[config.mk]
export PLATFORM = sky130hd
export DESIGN_NAME = plc_phone_line_control
export DESIGN_NICKNAME = d
export VERILOG_FILES = /design/src/plc_pkg.sv /design/src/plc_phone_line_control.sv
export VERILOG_INCLUDE_DIRS = /design/src /design/src/src
export SDC_FILE = /design/constraint.sdc
export NUM_CORES = 1
export LEC_CHECK = 0
export BUFFER_PORTS_ARGS = -buffer_cell sky130_fd_sc_hd__buf_2
export CORE_ASPECT_RATIO = 1.25
export CORE_MARGIN = 1.5
export CORE_UTILIZATION = 35
export CTS_CLUSTER_SIZE = 20
export DETAILED_ROUTE_END_ITERATION = 7
export PLACE_DENSITY = 0.69
export SYNTH_ARGS = -nofsm -noshare
export SYNTH_HDL_FRONTEND = slang
export SYNTH_SLANG_ARGS = --single-unit
[constraint.sdc]
create_clock -name clk_sys_in -period 2.6 [get_ports clk_sys_in]
set_input_delay 0.52 -clock clk_sys_in [delete_from_list [all_inputs] [get_ports clk_sys_in]]
set_output_delay 0.52 -clock clk_sys_in [all_outputs]
set_load 0.02 [all_outputs]
[src/plc_defines.svh]
// Offsets, reset values and timing counts for the phone line control block
`ifndef PLC_DEFINES_SVH
`define PLC_DEFINES_SVH

`define PLC_TONE_LATCH_ADDR 16'h0030
`define PLC_TONE_LATCH_RST 8'h00
`define PLC_CLK_HZ 100000000
`define PLC_SCAN_TICK_MS 10
`define PLC_SCAN_TICK_CYC ((`PLC_CLK_HZ / 1000) * `PLC_SCAN_TICK_MS)
`define PLC_WIDTH_W 24
`define PLC_DIAL_CNT_W 24

`endif

[src/plc_pkg.sv]
// Types shared by the phone line control block
`default_nettype none
package plc_pkg;

    typedef enum logic [1:0] {
        PLC_DIAL_IDLE = 2'b00,
        PLC_DIAL_BREAK = 2'b01,
        PLC_DIAL_MAKE = 2'b11,
        PLC_DIAL_GAP = 2'b10
    } plc_dial_e;

    typedef struct packed {
        logic [15:0] addr;
        logic [7:0] wdata;
        logic wr_n;
        logic strobe;
    } plc_bus_s;

    typedef struct packed {
        logic [3:0] rows;
        logic [3:0] cols;
    } plc_tone_pair_s;

endpackage
`default_nettype wire

[src/plc_phone_line_control.sv]
// Telephone line control: hook relay, pulse dialer, scan tick, tone timer, tone latch
//
// Summary of operation
// [RL1] A scan tick pulse is raised every 10 ms for keyboard scanning.
// [RL2] Widths of low pulses on the tone timer input are measured.
// [RL3] Only dial tone is classified from measured pulse width.
// [RL4] Timer output pin is unused and held at a constant level.
// [RL5] Channel clock only for sync traffic with tape array; else idle.
// [RL6] Serial channel has separate receive and transmit lines.
// [RL7] Line interface pulls ring indicate low while ringing is present.
// [RL8] Driving hook control low closes the relay, seizing the line.
// [RL9] Pulse dialing opens and closes the relay once per pulse.
// [RL10] Tone detect is honoured only while hook control is low.
// [RL11] Write to address 0030h asserts tone latch select, capturing the byte.
// [RL12] Latched byte bits map to tone generator row and column inputs.
// [RL13] Modem clock 1 MHz comes from the 4 MHz filter oscillator.
// [RL14] Modem link runs full duplex at 300 baud, originate or answer.
// [RL15] High hook control leaves the line open, on hook.
// [RL16] Carrier detect input is low while carrier energy is present.
// [RL17] Break, make and inter-digit gap lengths are configurable counts.
`timescale 1ns/1ps
`default_nettype none
`include "plc_defines.svh"

module plc_phone_line_control #(
    parameter int SCAN_TICK_CYC = `PLC_SCAN_TICK_CYC,
    parameter int WIDTH_W = `PLC_WIDTH_W,
    parameter int DIAL_CNT_W = `PLC_DIAL_CNT_W
) (
    input wire logic clk_sys_in,
    input wire logic rst_n_in,
    // Processor side
    input wire logic [15:0] bus_addr_in,
    input wire logic [7:0] bus_wdata_in,
    input wire logic bus_wr_n_in,
    input wire logic bus_strobe_in,
    input wire logic seize_in,
    input wire logic [3:0] dial_digit_in,
    input wire logic dial_start_in,
    input wire logic [DIAL_CNT_W-1:0] break_cyc_in,
    input wire logic [DIAL_CNT_W-1:0] make_cyc_in,
    input wire logic [DIAL_CNT_W-1:0] gap_cyc_in,
    input wire logic [WIDTH_W-1:0] dial_tone_min_in,
    input wire logic [WIDTH_W-1:0] dial_tone_max_in,
    input wire logic sync_mode_in,
    input wire logic [7:0] ser_tx_bit_in,
    // Line side pins
    input wire logic tone_timer_input_n_in,
    input wire logic ring_indicate_n_in,
    input wire logic carrier_detect_n_in,
    input wire logic channel_receive_line_in,
    input wire logic modem_osc_in,
    // Outputs
    output logic hook_control_n_out,
    output logic tone_latch_select_n_out,
    output logic [7:0] tone_pair_latch_out,
    output logic scan_tick_out,
    output logic [WIDTH_W-1:0] pulse_width_out,
    output logic width_valid_out,
    output logic dial_tone_out,
    output logic ring_out,
    output logic carrier_out,
    output logic dial_busy_out,
    output logic timer_output_pin_out,
    output logic channel_serial_clock_out,
    output logic channel_transmit_line_out,
    output logic channel_rx_out,
    output logic modem_clk_out
);

    // ****************************************
    // Parameter checks
    // ****************************************
    // Refused at elaboration: the counters below cannot serve these
    if (SCAN_TICK_CYC < 2) begin : g_bad_scan
        $error("plc_phone_line_control: SCAN_TICK_CYC must be 2 or more");
    end
    if (WIDTH_W < 2) begin : g_bad_width
        $error("plc_phone_line_control: WIDTH_W must be 2 or more");
    end
    // Narrower dial counters could not hold any useful interval
    if (DIAL_CNT_W < 4) begin : g_bad_dial
        $error("plc_phone_line_control: DIAL_CNT_W must be 4 or more");
    end

    // ****************************************
    // State register
    // ****************************************
    typedef struct packed {
        logic [1:0] tone_s;
        logic [1:0] ring_s;
        logic [1:0] dcd_s;
        logic [1:0] rx_s;
        logic [1:0] osc_s;
        logic [31:0] scan_cnt;
        logic scan_tick;
        logic [WIDTH_W-1:0] width_cnt;
        logic in_pulse;
        logic [WIDTH_W-1:0] width;
        logic width_valid;
        logic dial_tone;
        plc_pkg::plc_dial_e dial_st;
        logic [3:0] pulses_left;
        logic [DIAL_CNT_W-1:0] dial_cnt;
        logic hook_n;
        logic latch_sel_n;
        plc_pkg::plc_tone_pair_s tone_pair;
        logic [1:0] mclk_div;
        logic osc_prev;
        logic modem_clk;
        logic ccko;
        logic channel_transmit_line;
        logic ring;
        logic carrier;
        logic busy;
        logic timer_output_pin;
    } plc_state_s;

    plc_state_s q, d;
    plc_pkg::plc_bus_s bus;

    // ****************************************
    // Processor bus decode
    // ****************************************
    assign bus = '{addr: bus_addr_in, wdata: bus_wdata_in, wr_n: bus_wr_n_in,
                   strobe: bus_strobe_in};

    // Only writes decode; a read of the latch address is simply ignored
    function automatic logic is_latch_write(input plc_pkg::plc_bus_s b);
        is_latch_write = b.strobe && !b.wr_n && (b.addr == `PLC_TONE_LATCH_ADDR);
    endfunction

    // Digit zero sends ten pulses
    function automatic logic [3:0] pulse_count(input logic [3:0] digit);
        pulse_count = (digit == 4'h0) ? 4'ha : digit;
    endfunction

    always_comb begin
        d = q;
        // Pins from off-chip: two-stage synchronisers
        d.tone_s = {q.tone_s[0], tone_timer_input_n_in};
        d.ring_s = {q.ring_s[0], ring_indicate_n_in};
        d.dcd_s = {q.dcd_s[0], carrier_detect_n_in};
        d.rx_s = {q.rx_s[0], channel_receive_line_in};
        d.osc_s = {q.osc_s[0], modem_osc_in};

        // ****************************************
        // Ring and carrier status
        // ****************************************
        // Pins are active low; outputs are flopped inversions of the second stage
        d.ring = !q.ring_s[1]; // [RL7]
        d.carrier = !q.dcd_s[1]; // [RL16]

        // ****************************************
        // Keyboard scan tick
        // ****************************************
        // First tick comes SCAN_TICK_CYC cycles after reset release
        d.scan_tick = 1'b0;
        if (q.scan_cnt == 32'(SCAN_TICK_CYC - 1)) begin
            d.scan_cnt = 32'h0;
            d.scan_tick = 1'b1; // [RL1]
        end else begin
            d.scan_cnt = q.scan_cnt + 32'h1;
        end

        // ****************************************
        // Tone pulse width timer
        // ****************************************
        d.width_valid = 1'b0;
        // Filter is unpowered on hook, so its output is meaningless then
        if (q.hook_n) begin
            d.in_pulse = 1'b0; // [RL10]
            d.width_cnt = '0;
            d.dial_tone = 1'b0;
        end else if (!q.tone_s[1]) begin
            d.in_pulse = 1'b1;
            // Saturates so an endless tone never reads as a short one
            if (q.width_cnt != '1) begin
                d.width_cnt = q.width_cnt + 1'b1; // [RL2]
            end
        // Pulse is reported on its trailing edge
        end else if (q.in_pulse) begin
            d.in_pulse = 1'b0;
            d.width = q.width_cnt; // [RL2]
            d.width_valid = 1'b1;
            d.width_cnt = '0;
            // Other tones are not told apart
            d.dial_tone = (q.width_cnt >= dial_tone_min_in) &&
                          (q.width_cnt <= dial_tone_max_in); // [RL3]
        end

        // ****************************************
        // Hook relay and pulse dialer
        // ****************************************
        // A start while busy is dropped; the caller waits for busy to fall
        unique case (q.dial_st)
            plc_pkg::PLC_DIAL_IDLE: begin
                // Seize level is only honoured between digits
                d.hook_n = !seize_in; // [RL8] [RL15]
                if (dial_start_in && seize_in) begin
                    d.dial_st = plc_pkg::PLC_DIAL_BREAK;
                    d.pulses_left = pulse_count(dial_digit_in);
                    d.dial_cnt = '0;
                    d.hook_n = 1'b1; // [RL9]
                end
            end
            plc_pkg::PLC_DIAL_BREAK: begin
                d.dial_cnt = q.dial_cnt + 1'b1;
                if (q.dial_cnt >= break_cyc_in) begin // [RL17]
                    d.dial_st = plc_pkg::PLC_DIAL_MAKE;
                    d.dial_cnt = '0;
                    d.hook_n = 1'b0; // [RL9]
                    d.pulses_left = q.pulses_left - 4'h1;
                end
            end
            plc_pkg::PLC_DIAL_MAKE: begin
                d.dial_cnt = q.dial_cnt + 1'b1;
                if (q.dial_cnt >= make_cyc_in) begin // [RL17]
                    d.dial_cnt = '0;
                    if (q.pulses_left == 4'h0) begin
                        d.dial_st = plc_pkg::PLC_DIAL_GAP;
                    end else begin
                        d.dial_st = plc_pkg::PLC_DIAL_BREAK;
                        d.hook_n = 1'b1; // [RL9]
                    end
                end
            end
            plc_pkg::PLC_DIAL_GAP: begin
                d.dial_cnt = q.dial_cnt + 1'b1;
                if (q.dial_cnt >= gap_cyc_in) begin // [RL17]
                    d.dial_st = plc_pkg::PLC_DIAL_IDLE;
                    d.dial_cnt = '0;
                end
            end
        endcase
        // Flopped so busy leaves the block straight from a register
        d.busy = (d.dial_st != plc_pkg::PLC_DIAL_IDLE);

        // ****************************************
        // Tone pair latch at 0030h
        // ****************************************
        d.latch_sel_n = 1'b1;
        if (is_latch_write(bus)) begin
            d.latch_sel_n = 1'b0; // [RL11]
            d.tone_pair = plc_pkg::plc_tone_pair_s'(bus.wdata); // [RL12]
        end

        // ****************************************
        // Modem clock and serial channel
        // ****************************************
        // Divide by four, counting rising oscillator edges
        d.osc_prev = q.osc_s[1];
        if (q.osc_s[1] && !q.osc_prev) begin
            d.mclk_div = q.mclk_div + 2'h1;
            if (q.mclk_div[0]) begin
                d.modem_clk = !q.modem_clk; // [RL13]
            end
        end
        // Clock only toggles in synchronous tape mode
        d.ccko = sync_mode_in ? q.scan_cnt[2] : 1'b0; // [RL5]
        d.channel_transmit_line = ser_tx_bit_in[0]; // [RL6] [RL14]
        // Timer output pin is unused; held low so nothing sees a stray edge
        d.timer_output_pin = 1'b0; // [RL4]
    end

    // ****************************************
    // Register update
    // ****************************************
    always_ff @(posedge clk_sys_in) begin
        if (!rst_n_in) begin
            // Relay open and select high so the line stays idle through reset
            q <= '0;
            q.tone_s <= 2'h3;
            q.ring_s <= 2'h3;
            q.dcd_s <= 2'h3;
            q.hook_n <= 1'b1;
            q.latch_sel_n <= 1'b1;
            q.tone_pair <= `PLC_TONE_LATCH_RST;
            q.channel_transmit_line <= 1'b1;
        end else begin
            q <= d;
        end
    end

    // ****************************************
    // Outputs
    // ****************************************
    assign hook_control_n_out = q.hook_n;
    assign tone_latch_select_n_out = q.latch_sel_n;
    assign tone_pair_latch_out = q.tone_pair;
    assign scan_tick_out = q.scan_tick;
    assign pulse_width_out = q.width;
    assign width_valid_out = q.width_valid;
    assign dial_tone_out = q.dial_tone;
    assign ring_out = q.ring; // [RL7]
    assign carrier_out = q.carrier; // [RL16]
    assign dial_busy_out = q.busy;
    assign timer_output_pin_out = q.timer_output_pin; // [RL4]
    assign channel_serial_clock_out = q.ccko;
    assign channel_transmit_line_out = q.channel_transmit_line;
    assign channel_rx_out = q.rx_s[1];
    assign modem_clk_out = q.modem_clk;

endmodule
`default_nettype wire

==> results of run 1 <==
[path summary, 6_finish.rpt]
path	from	end	slack, ps
setup reg to reg	q[41]	q[40]	-30
hold reg to reg	q[139]	carrier_out	380
setup / recovery	q[41]	q[40]	-30
hold / removal	ser_tx_bit_in[0]	channel_transmit_line_out	270
[per-layer routing]
layer	wire, µm	vias to the layer above	GRT usage [%]
li1	-	4435	-
met1	10400	4067	19.4
met2	12500	194	30.9
met3	992	43	3.27
met4	518	2	6.22
met5	13	-	0
[cells by family after synthesis]
| group | after synthesis |
|---|---|
| and+or+nand+nor | 430 |
| AOI/OAI and AO/OA | 199 |
| buffers and inverters | 196 |
| DFF | 142 |
| adders and majority gates | 125 |
| xor gates and xnor gates | 54 |
| muxes | 10 |
| other | 1 |
[cell usage in the layout (no fill, tap or decap), types with 23 or more instances in the layout]
cell type and instances:
xnor2_1 28, ha_1 120, a21oi_1 44, a21o_1 23, buf_4 66, xor2_1 26
o21ai_0 32, nand2_1 134, buf_2 204, dfxtp_1 136, nand3_1 39, a21boi_0 25
inv_1 134, nand4_1 41, nor2_1 87
[state kept, by name, indices dropped and copies added, names as in the netlist, 6 cells and up]
signal,cells
q,92
d,6
tone_pair_latch_out,8
pulse_width_out,24
[worst max-delay path: cells and delay by family (launching register included)]
| family | cells | cell delay, ps |
|---|---|---|
| flops | 1 | 370 |
| buf+inv | 1 | 210 |
| simple gates | 3 | 700 |
| fa+ha+maj | 1 | 260 |
| compound gates | 4 | 940 |
[power groups by stage]
stage,clock (mW),combinational [mW],sequential [mW]
detailed placement,0,0.468,2.27
floorplan,0,0.256,2.27
global route,2.66,0.585,2.22
global placement,0,0.459,2.26
finish,2.51,0.523,2.22
CTS,2.57,0.478,2.22
[through the flow]
step,setup TNS (ps),util [%],setup WS [ps],instance area [µm²],power [mW]
3_3_place_gp,-9330,41.4,-435,11100,2.72
2_1_floorplan,0,-,84.8,9460,2.52
6_report,-25.3,45.0,-25.3,12000,5.25
3_5_place_dp,-9970,41.4,-466,11100,2.73
5_1_grt,-1090,45.0,-114,12000,5.46
4_1_cts,0,43.7,15.0,11700,5.27
[final cells by class]
| type | count | area [µm²] | area share [%] |
|---|---|---|---|
| multi-input cells | 821 | 5990 | 49.8 |
| flip-flops and latches | 142 | 2850 | 23.7 |
| repair buffers | 276 | 1650 | 13.7 |
| inverters | 134 | 503 | 4.18 |
| clock buffers | 19 | 433 | 3.60 |
| well taps | 345 | 432 | 3.59 |
| clock inverters | 13 | 165 | 1.37 |
[timing repair]
action                                  4_1_cts  5_1_grt
pin swaps                                     3       20
resized for setup                             8       39
gates cloned                                  1        3
buffers inserted                              0        4
endpoints found under the setup margin       25       25
==> reports/metrics.cfg, run 1 <==
[clock_tree]
numCtsBuffers=17
holdBufCountCts=0
cts.sinks=142
clock_latency_ps=430
htree_num_levels=4
root_buffer=clkbuf_16
clk_path_buf_depth=2
clkTransAtPathRegs_ps=70
cts_tree=built

[floorplan]
die_area_mm2=0.0280
die_y_um=187
coreArea_mm2=0.0267
num_io_pins=213
initial_core_util_pct=35.4
fp-row-count=67
dieWidth_um=150

[worst_setup_path]
crit_required_ps=2900
crit_path_top_delay_cell=a311o_2
crit_path_end_kind=flop
critical_path_arrival_ps=2930
cp_cell_sequence=ha_4 > nand4_1 > nor4_2 > o21ai_1 > o211a_1 > a311o_2 > clkbuf_16 > nand4_1 > o311ai_2
reg2reg_depth=9
path_common_cell=nand4_1
path_class=reg -> reg
startpoint_type=flop
max_stage_delay_ps=440
worstPathMaxFanout=9

[sta]
worst_pin_slew_ps=876
post-route-period-util_pct=101
rsz0062_at_grt=true
clock_skew_ps=11.1
finalSetupViolCount=1
layout_setup_ws_ps=-25.3
min_period_ps=2630
max_freq_mhz=381
finalHoldWorstSlack_ps=270
finalHoldViolCount=0
relSlewSlack_pct=41.2
slew_viol_final=0

[logic_synthesis]
synth_mux_area_share_pct=1.06
yosysMostFrequentCell=dfxtp_1
synthXorXnorAreaFrac_pct=5.00
yosysSeqAreaShare_pct=30.0
yosys.area.top_type=dfxtp_1
ys.flop_type=dfxtp_1
synth_nets=1450
synth-adder-area-share_pct=16.5
synth.cell_area_mm2=0.00946
synthArstFlopShare_pct=0
yosysWarnings=0
syn_area_per_cell_um2=8.18
synth_top_family_by_area=simple AND/OR/NAND/NOR gates
synth_area_leaders=dfxtp_1 30%, ha_1 17%, nand2_1 5.4%, inv_1 5.3%, nor2_1 3.5%
yosys-top-cells-count=142 x dfxtp_1, 135 x nand2_1, 134 x inv_1, 125 x ha_1, 87 x nor2_1
ys_ff_latch=142
synth_enable_flop_cells=0
synth_top_area_share_pct=30.0
yosysUniqueCellTypes=73
synth_compound_area_share_pct=14.8
synthSimpleGateAreaFrac_pct=23.2
synthCells=1157

[place]
dp.cells=1710
dp_hpwl_um=18300
globalplace.congestion=0.860
port_buffers=204

[min_path]
min_path_cells=2
min_path_type=in -> reg

[routing]
drtAntennaViolNets=0
drtIter0Drc=290
dr.pass1.iters=4
num_vias=8741
vias_per_cell=4.99
wl_per_cell_um=13.9
drt_wl_total_um=24400
remaining_drc_errors=0

[power]
leakage_nw=5.66
irDropWorstVdd_mv=0.290
clkPwrFrac_pct=47.8
seqPwrFrac_pct=42.3
combPwrFrac_pct=10.0
power_per_cell_area_mw_per_mm2=436
sw_frac_of_total_pct=24.4
p_int_mw=3.96
netSwitchingPower_mw=1.28

[run_status]
outcome=finished, violations left
violations=negative setup slack

[grt]
grt_pass1_wl_um=38600
grt_pass1_vias=8359
track_usage_pct=17.0
grt_max_degree=83
antenna_found_initial=1
grt.overflow.total=0

[job]
cap_viol_max_count=0

[final_layout]
final_cells=1750
nets=1685
drive_gt1_share_pct=26.0
antennaDiodeCount=0
fillCellCount=2584
synthToLayoutAreaGrowth_pct=27.1

Power figures use the tool's default switching activity.
==> inputs of run 2 (changes only) <==
--- a/config.mk
+++ b/config.mk
@@ -6,13 +6,14 @@
 export SDC_FILE = /design/constraint.sdc
 export NUM_CORES = 1
 export LEC_CHECK = 0
+export ABC_AREA = 1
 export BUFFER_PORTS_ARGS = -buffer_cell sky130_fd_sc_hd__buf_2
 export CORE_ASPECT_RATIO = 1.25
 export CORE_MARGIN = 1.5
 export CORE_UTILIZATION = 35
 export CTS_CLUSTER_SIZE = 20
 export DETAILED_ROUTE_END_ITERATION = 7
-export PLACE_DENSITY = 0.69
+export PLACE_DENSITY = 0.68
 export SYNTH_ARGS = -nofsm -noshare
 export SYNTH_HDL_FRONTEND = slang
 export SYNTH_SLANG_ARGS = --single-unit
==> run 2 against run 1 <==
  * The run now ends clean
  * Core utilization fell by 2.6 points
  * Clock power rose by 6%
  * First-iteration DRC count rose by 64%
  * Wire length rose by 7.7%
  * Flip-flop and latch count did not move
  * Global-route usage rose by 0.78 points
  * Area after synthesis rose by 7.5%
==> reports/metrics.cfg, run 2 <==
[sta]
relSlewSlack_pct=49.0
max_freq_mhz=447
post-route-period-util_pct=86.1
worst_pin_slew_ps=764
fin_tns_setup_ps=0
finalHoldViolCount=0
finalSetupViolCount=0
slew_viol_final=0
clock_skew_ps=14.0
min_period_ps=2240
rsz0062_at_grt=false

[power]
irDropWorstVdd_mv=0.400
leakage_nw=6.07
finalPower_mw=5.34
power_per_cell_area_mw_per_mm2=442

[worst_setup_path]
cp.depth=13
path_class=reg -> reg
crit_required_ps=2920
worstPathMaxFanout=9
path_common_cell=nand2_1
reg2reg_depth=13
crit_path_top_delay_cell=dfxtp_1
cp_num_buf_inv=0
max_stage_delay_ps=540
r2r_end=q[45]
crit_path_start=q[37]
startpoint_type=flop
r2r_start=q[37]
cp_cell_sequence=ha_1 > nand2_1 > nand2_1 > nand2_1 > nand2_1 > nand2_1 > nand2_1 > a21oi_1 > nand2_1 > nand2_1 > nand2_1 > o21ai_0 > nor2_1
endpoint=q[45]
crit_path_end_kind=flop
cp_top_family=simple AND/OR/NAND/NOR gates
rrSetupSlack_ps=360
critical_path_arrival_ps=2550

[logic_synthesis]
synth_top_area_share_pct=28.0
ys.flop_type=dfxtp_1
synth.cell_area_mm2=0.0102
yosysUniqueCellTypes=43
yosys.area.top_type=dfxtp_1
synth_enable_flop_cells=0
yosys-top-cells-count=331 x nand2_1, 269 x inv_1, 169 x nor2_1, 142 x dfxtp_1, 138 x a21oi_1
syn_area_per_cell_um2=6.65
yosysWarnings=0
synthArstFlopShare_pct=0
synthCells=1529
yosysSeqAreaShare_pct=28.0
synth_area_leaders=dfxtp_1 28%, ha_1 15%, nand2_1 12%, inv_1 9.9%, a21oi_1 6.8%
yosysMostFrequentCell=nand2_1
synth_nets=1822
ys_ff_latch=142

[final_layout]
fillCellCount=2881
drive_gt1_share_pct=16.9
layout_commonest_cell=nand2_1
top_register=q
largest_register_ffs=92
synthToLayoutAreaGrowth_pct=18.6
layout_common_cells=331 x nand2_1, 269 x inv_1, 204 x buf_2, 168 x nor2_1, 141 x dfxtp_1
nets=2005

[floorplan]
dieWidth_um=155
die_area_mm2=0.0301
die_y_um=194
num_io_pins=213
fp-row-count=69
initial_core_util_pct=35.7
coreArea_mm2=0.0285

[clock_tree]
root_buffer=clkbuf_16
htree_num_levels=4
numCtsBuffers=17
cts_setup_buffers=0
cts_tree=built
clock_latency_ps=430
clkTransAtPathRegs_ps=60
clk_path_buf_depth=2
cts.sinks=142

[routing]
wl_per_cell_um=12.6
remaining_drc_errors=0
drt_wl_total_um=26300
vias_per_cell=4.81
drtAntennaViolNets=0
drtIter0Drc=476
dr.pass1.iters=5
num_vias=10000

[job]
cap_viol_max_count=0

[run_status]
outcome=complete, no violations

[min_path]
min_path_type=in -> reg
min_path_cells=3

[grt]
grt_pass1_wl_um=43700
top_usage_layer=met2
grtUsageMet2_pct=31.5
track_usage_pct=17.8
antenna_found_initial=2
grt_max_degree=44
grt_pass1_vias=9591
use_met3_pct=3.41
grtUsageMet1_pct=20.9
grt.overflow.total=0

[place]
port_buffers=204
globalplace.congestion=0.898
dp_hpwl_um=20600

## run 2: area by class of cell
cell class	instances	area (µm²)	share of cell area [%]
clock buffers	20	457	3.79
clock inverters	12	183	1.51
inverters	274	1030	8.53
well taps	355	444	3.68
flip-flops and latches	142	2840	23.6
multi-input cells	1054	5940	49.2
repair buffers	223	1160	9.65
diodes	1	2.50	0.0207
## run 2: logic make-up (layout without fill, tap and decap cells)
family,after synthesis,in the layout,synth area share (%)
xor+xnor,24,24,2.07
compound gates,221,221,11.3
buf+inv,333,529,13.7
other cells,1,2,0.0369
flops,142,142,28.0
simple gates,683,683,29.6
fa+ha+maj,125,125,15.4
## run 2: how the worst min path moves through the flow
stage / endpoint / start
detailed placement: carrier_out / q[139]
floorplan: carrier_out / q[139]
global route: d[143] / tone_timer_input_n_in
finish: d[137] / channel_receive_line_in
CTS: d[137] / channel_receive_line_in
global placement: ring_out / q[141]
## run 2: worst reg2reg max path, delay by kind of cell (launching register included)
kind	cells	cell delay, ps
AOI/OAI and AO/OA	2	430
adders and majority gates	1	330
DFF	1	540
and+or+nand+nor	10	830
## run 2: per-stage QoR
step	util [%]	cell area (µm²)	instances	hold WS (ps)	setup slack, ps
finish	42.3	12100	2081	280	362
global route	42.3	12100	2080	273	29.9
CTS	42.3	12100	2080	257	327
detailed placement	40.1	11400	2048	389	236
global placement	40.1	11400	2048	370	253
floorplan	-	10200	1529	368	625
## run 2: what timing repair did
| item | CTS | global route |
|---|---|---|
| hold buffers | 0 | 0 |
| endpoints found under the setup margin | 0 | 1 |
| gates resized for setup | 0 | 1 |
## run 2: where the power goes
| part | leakage [nW] | switching, mW | internal, mW | total (mW) |
|---|---|---|---|---|
| Clock | 0.315 | 0.982 | 1.67 | 2.65 |
| Combinational | 4.61 | 0.271 | 0.199 | 0.471 |
| Sequential | 1.15 | 0.0173 | 2.20 | 2.22 |
| Total | 6.07 | 1.27 | 4.07 | 5.34 |
## run 2: routing by layer
| metal | up-vias | part of all wire, % | wire (µm) |
|---|---|---|---|
| met4 | 0 | 2.5 | 650 |
| met1 | 4466 | 44 | 11600 |
| met3 | 40 | 4.8 | 1260 |
| met5 | - | 0 | 0 |
| met2 | 258 | 49 | 12800 |
| li1 | 5251 | - | - |
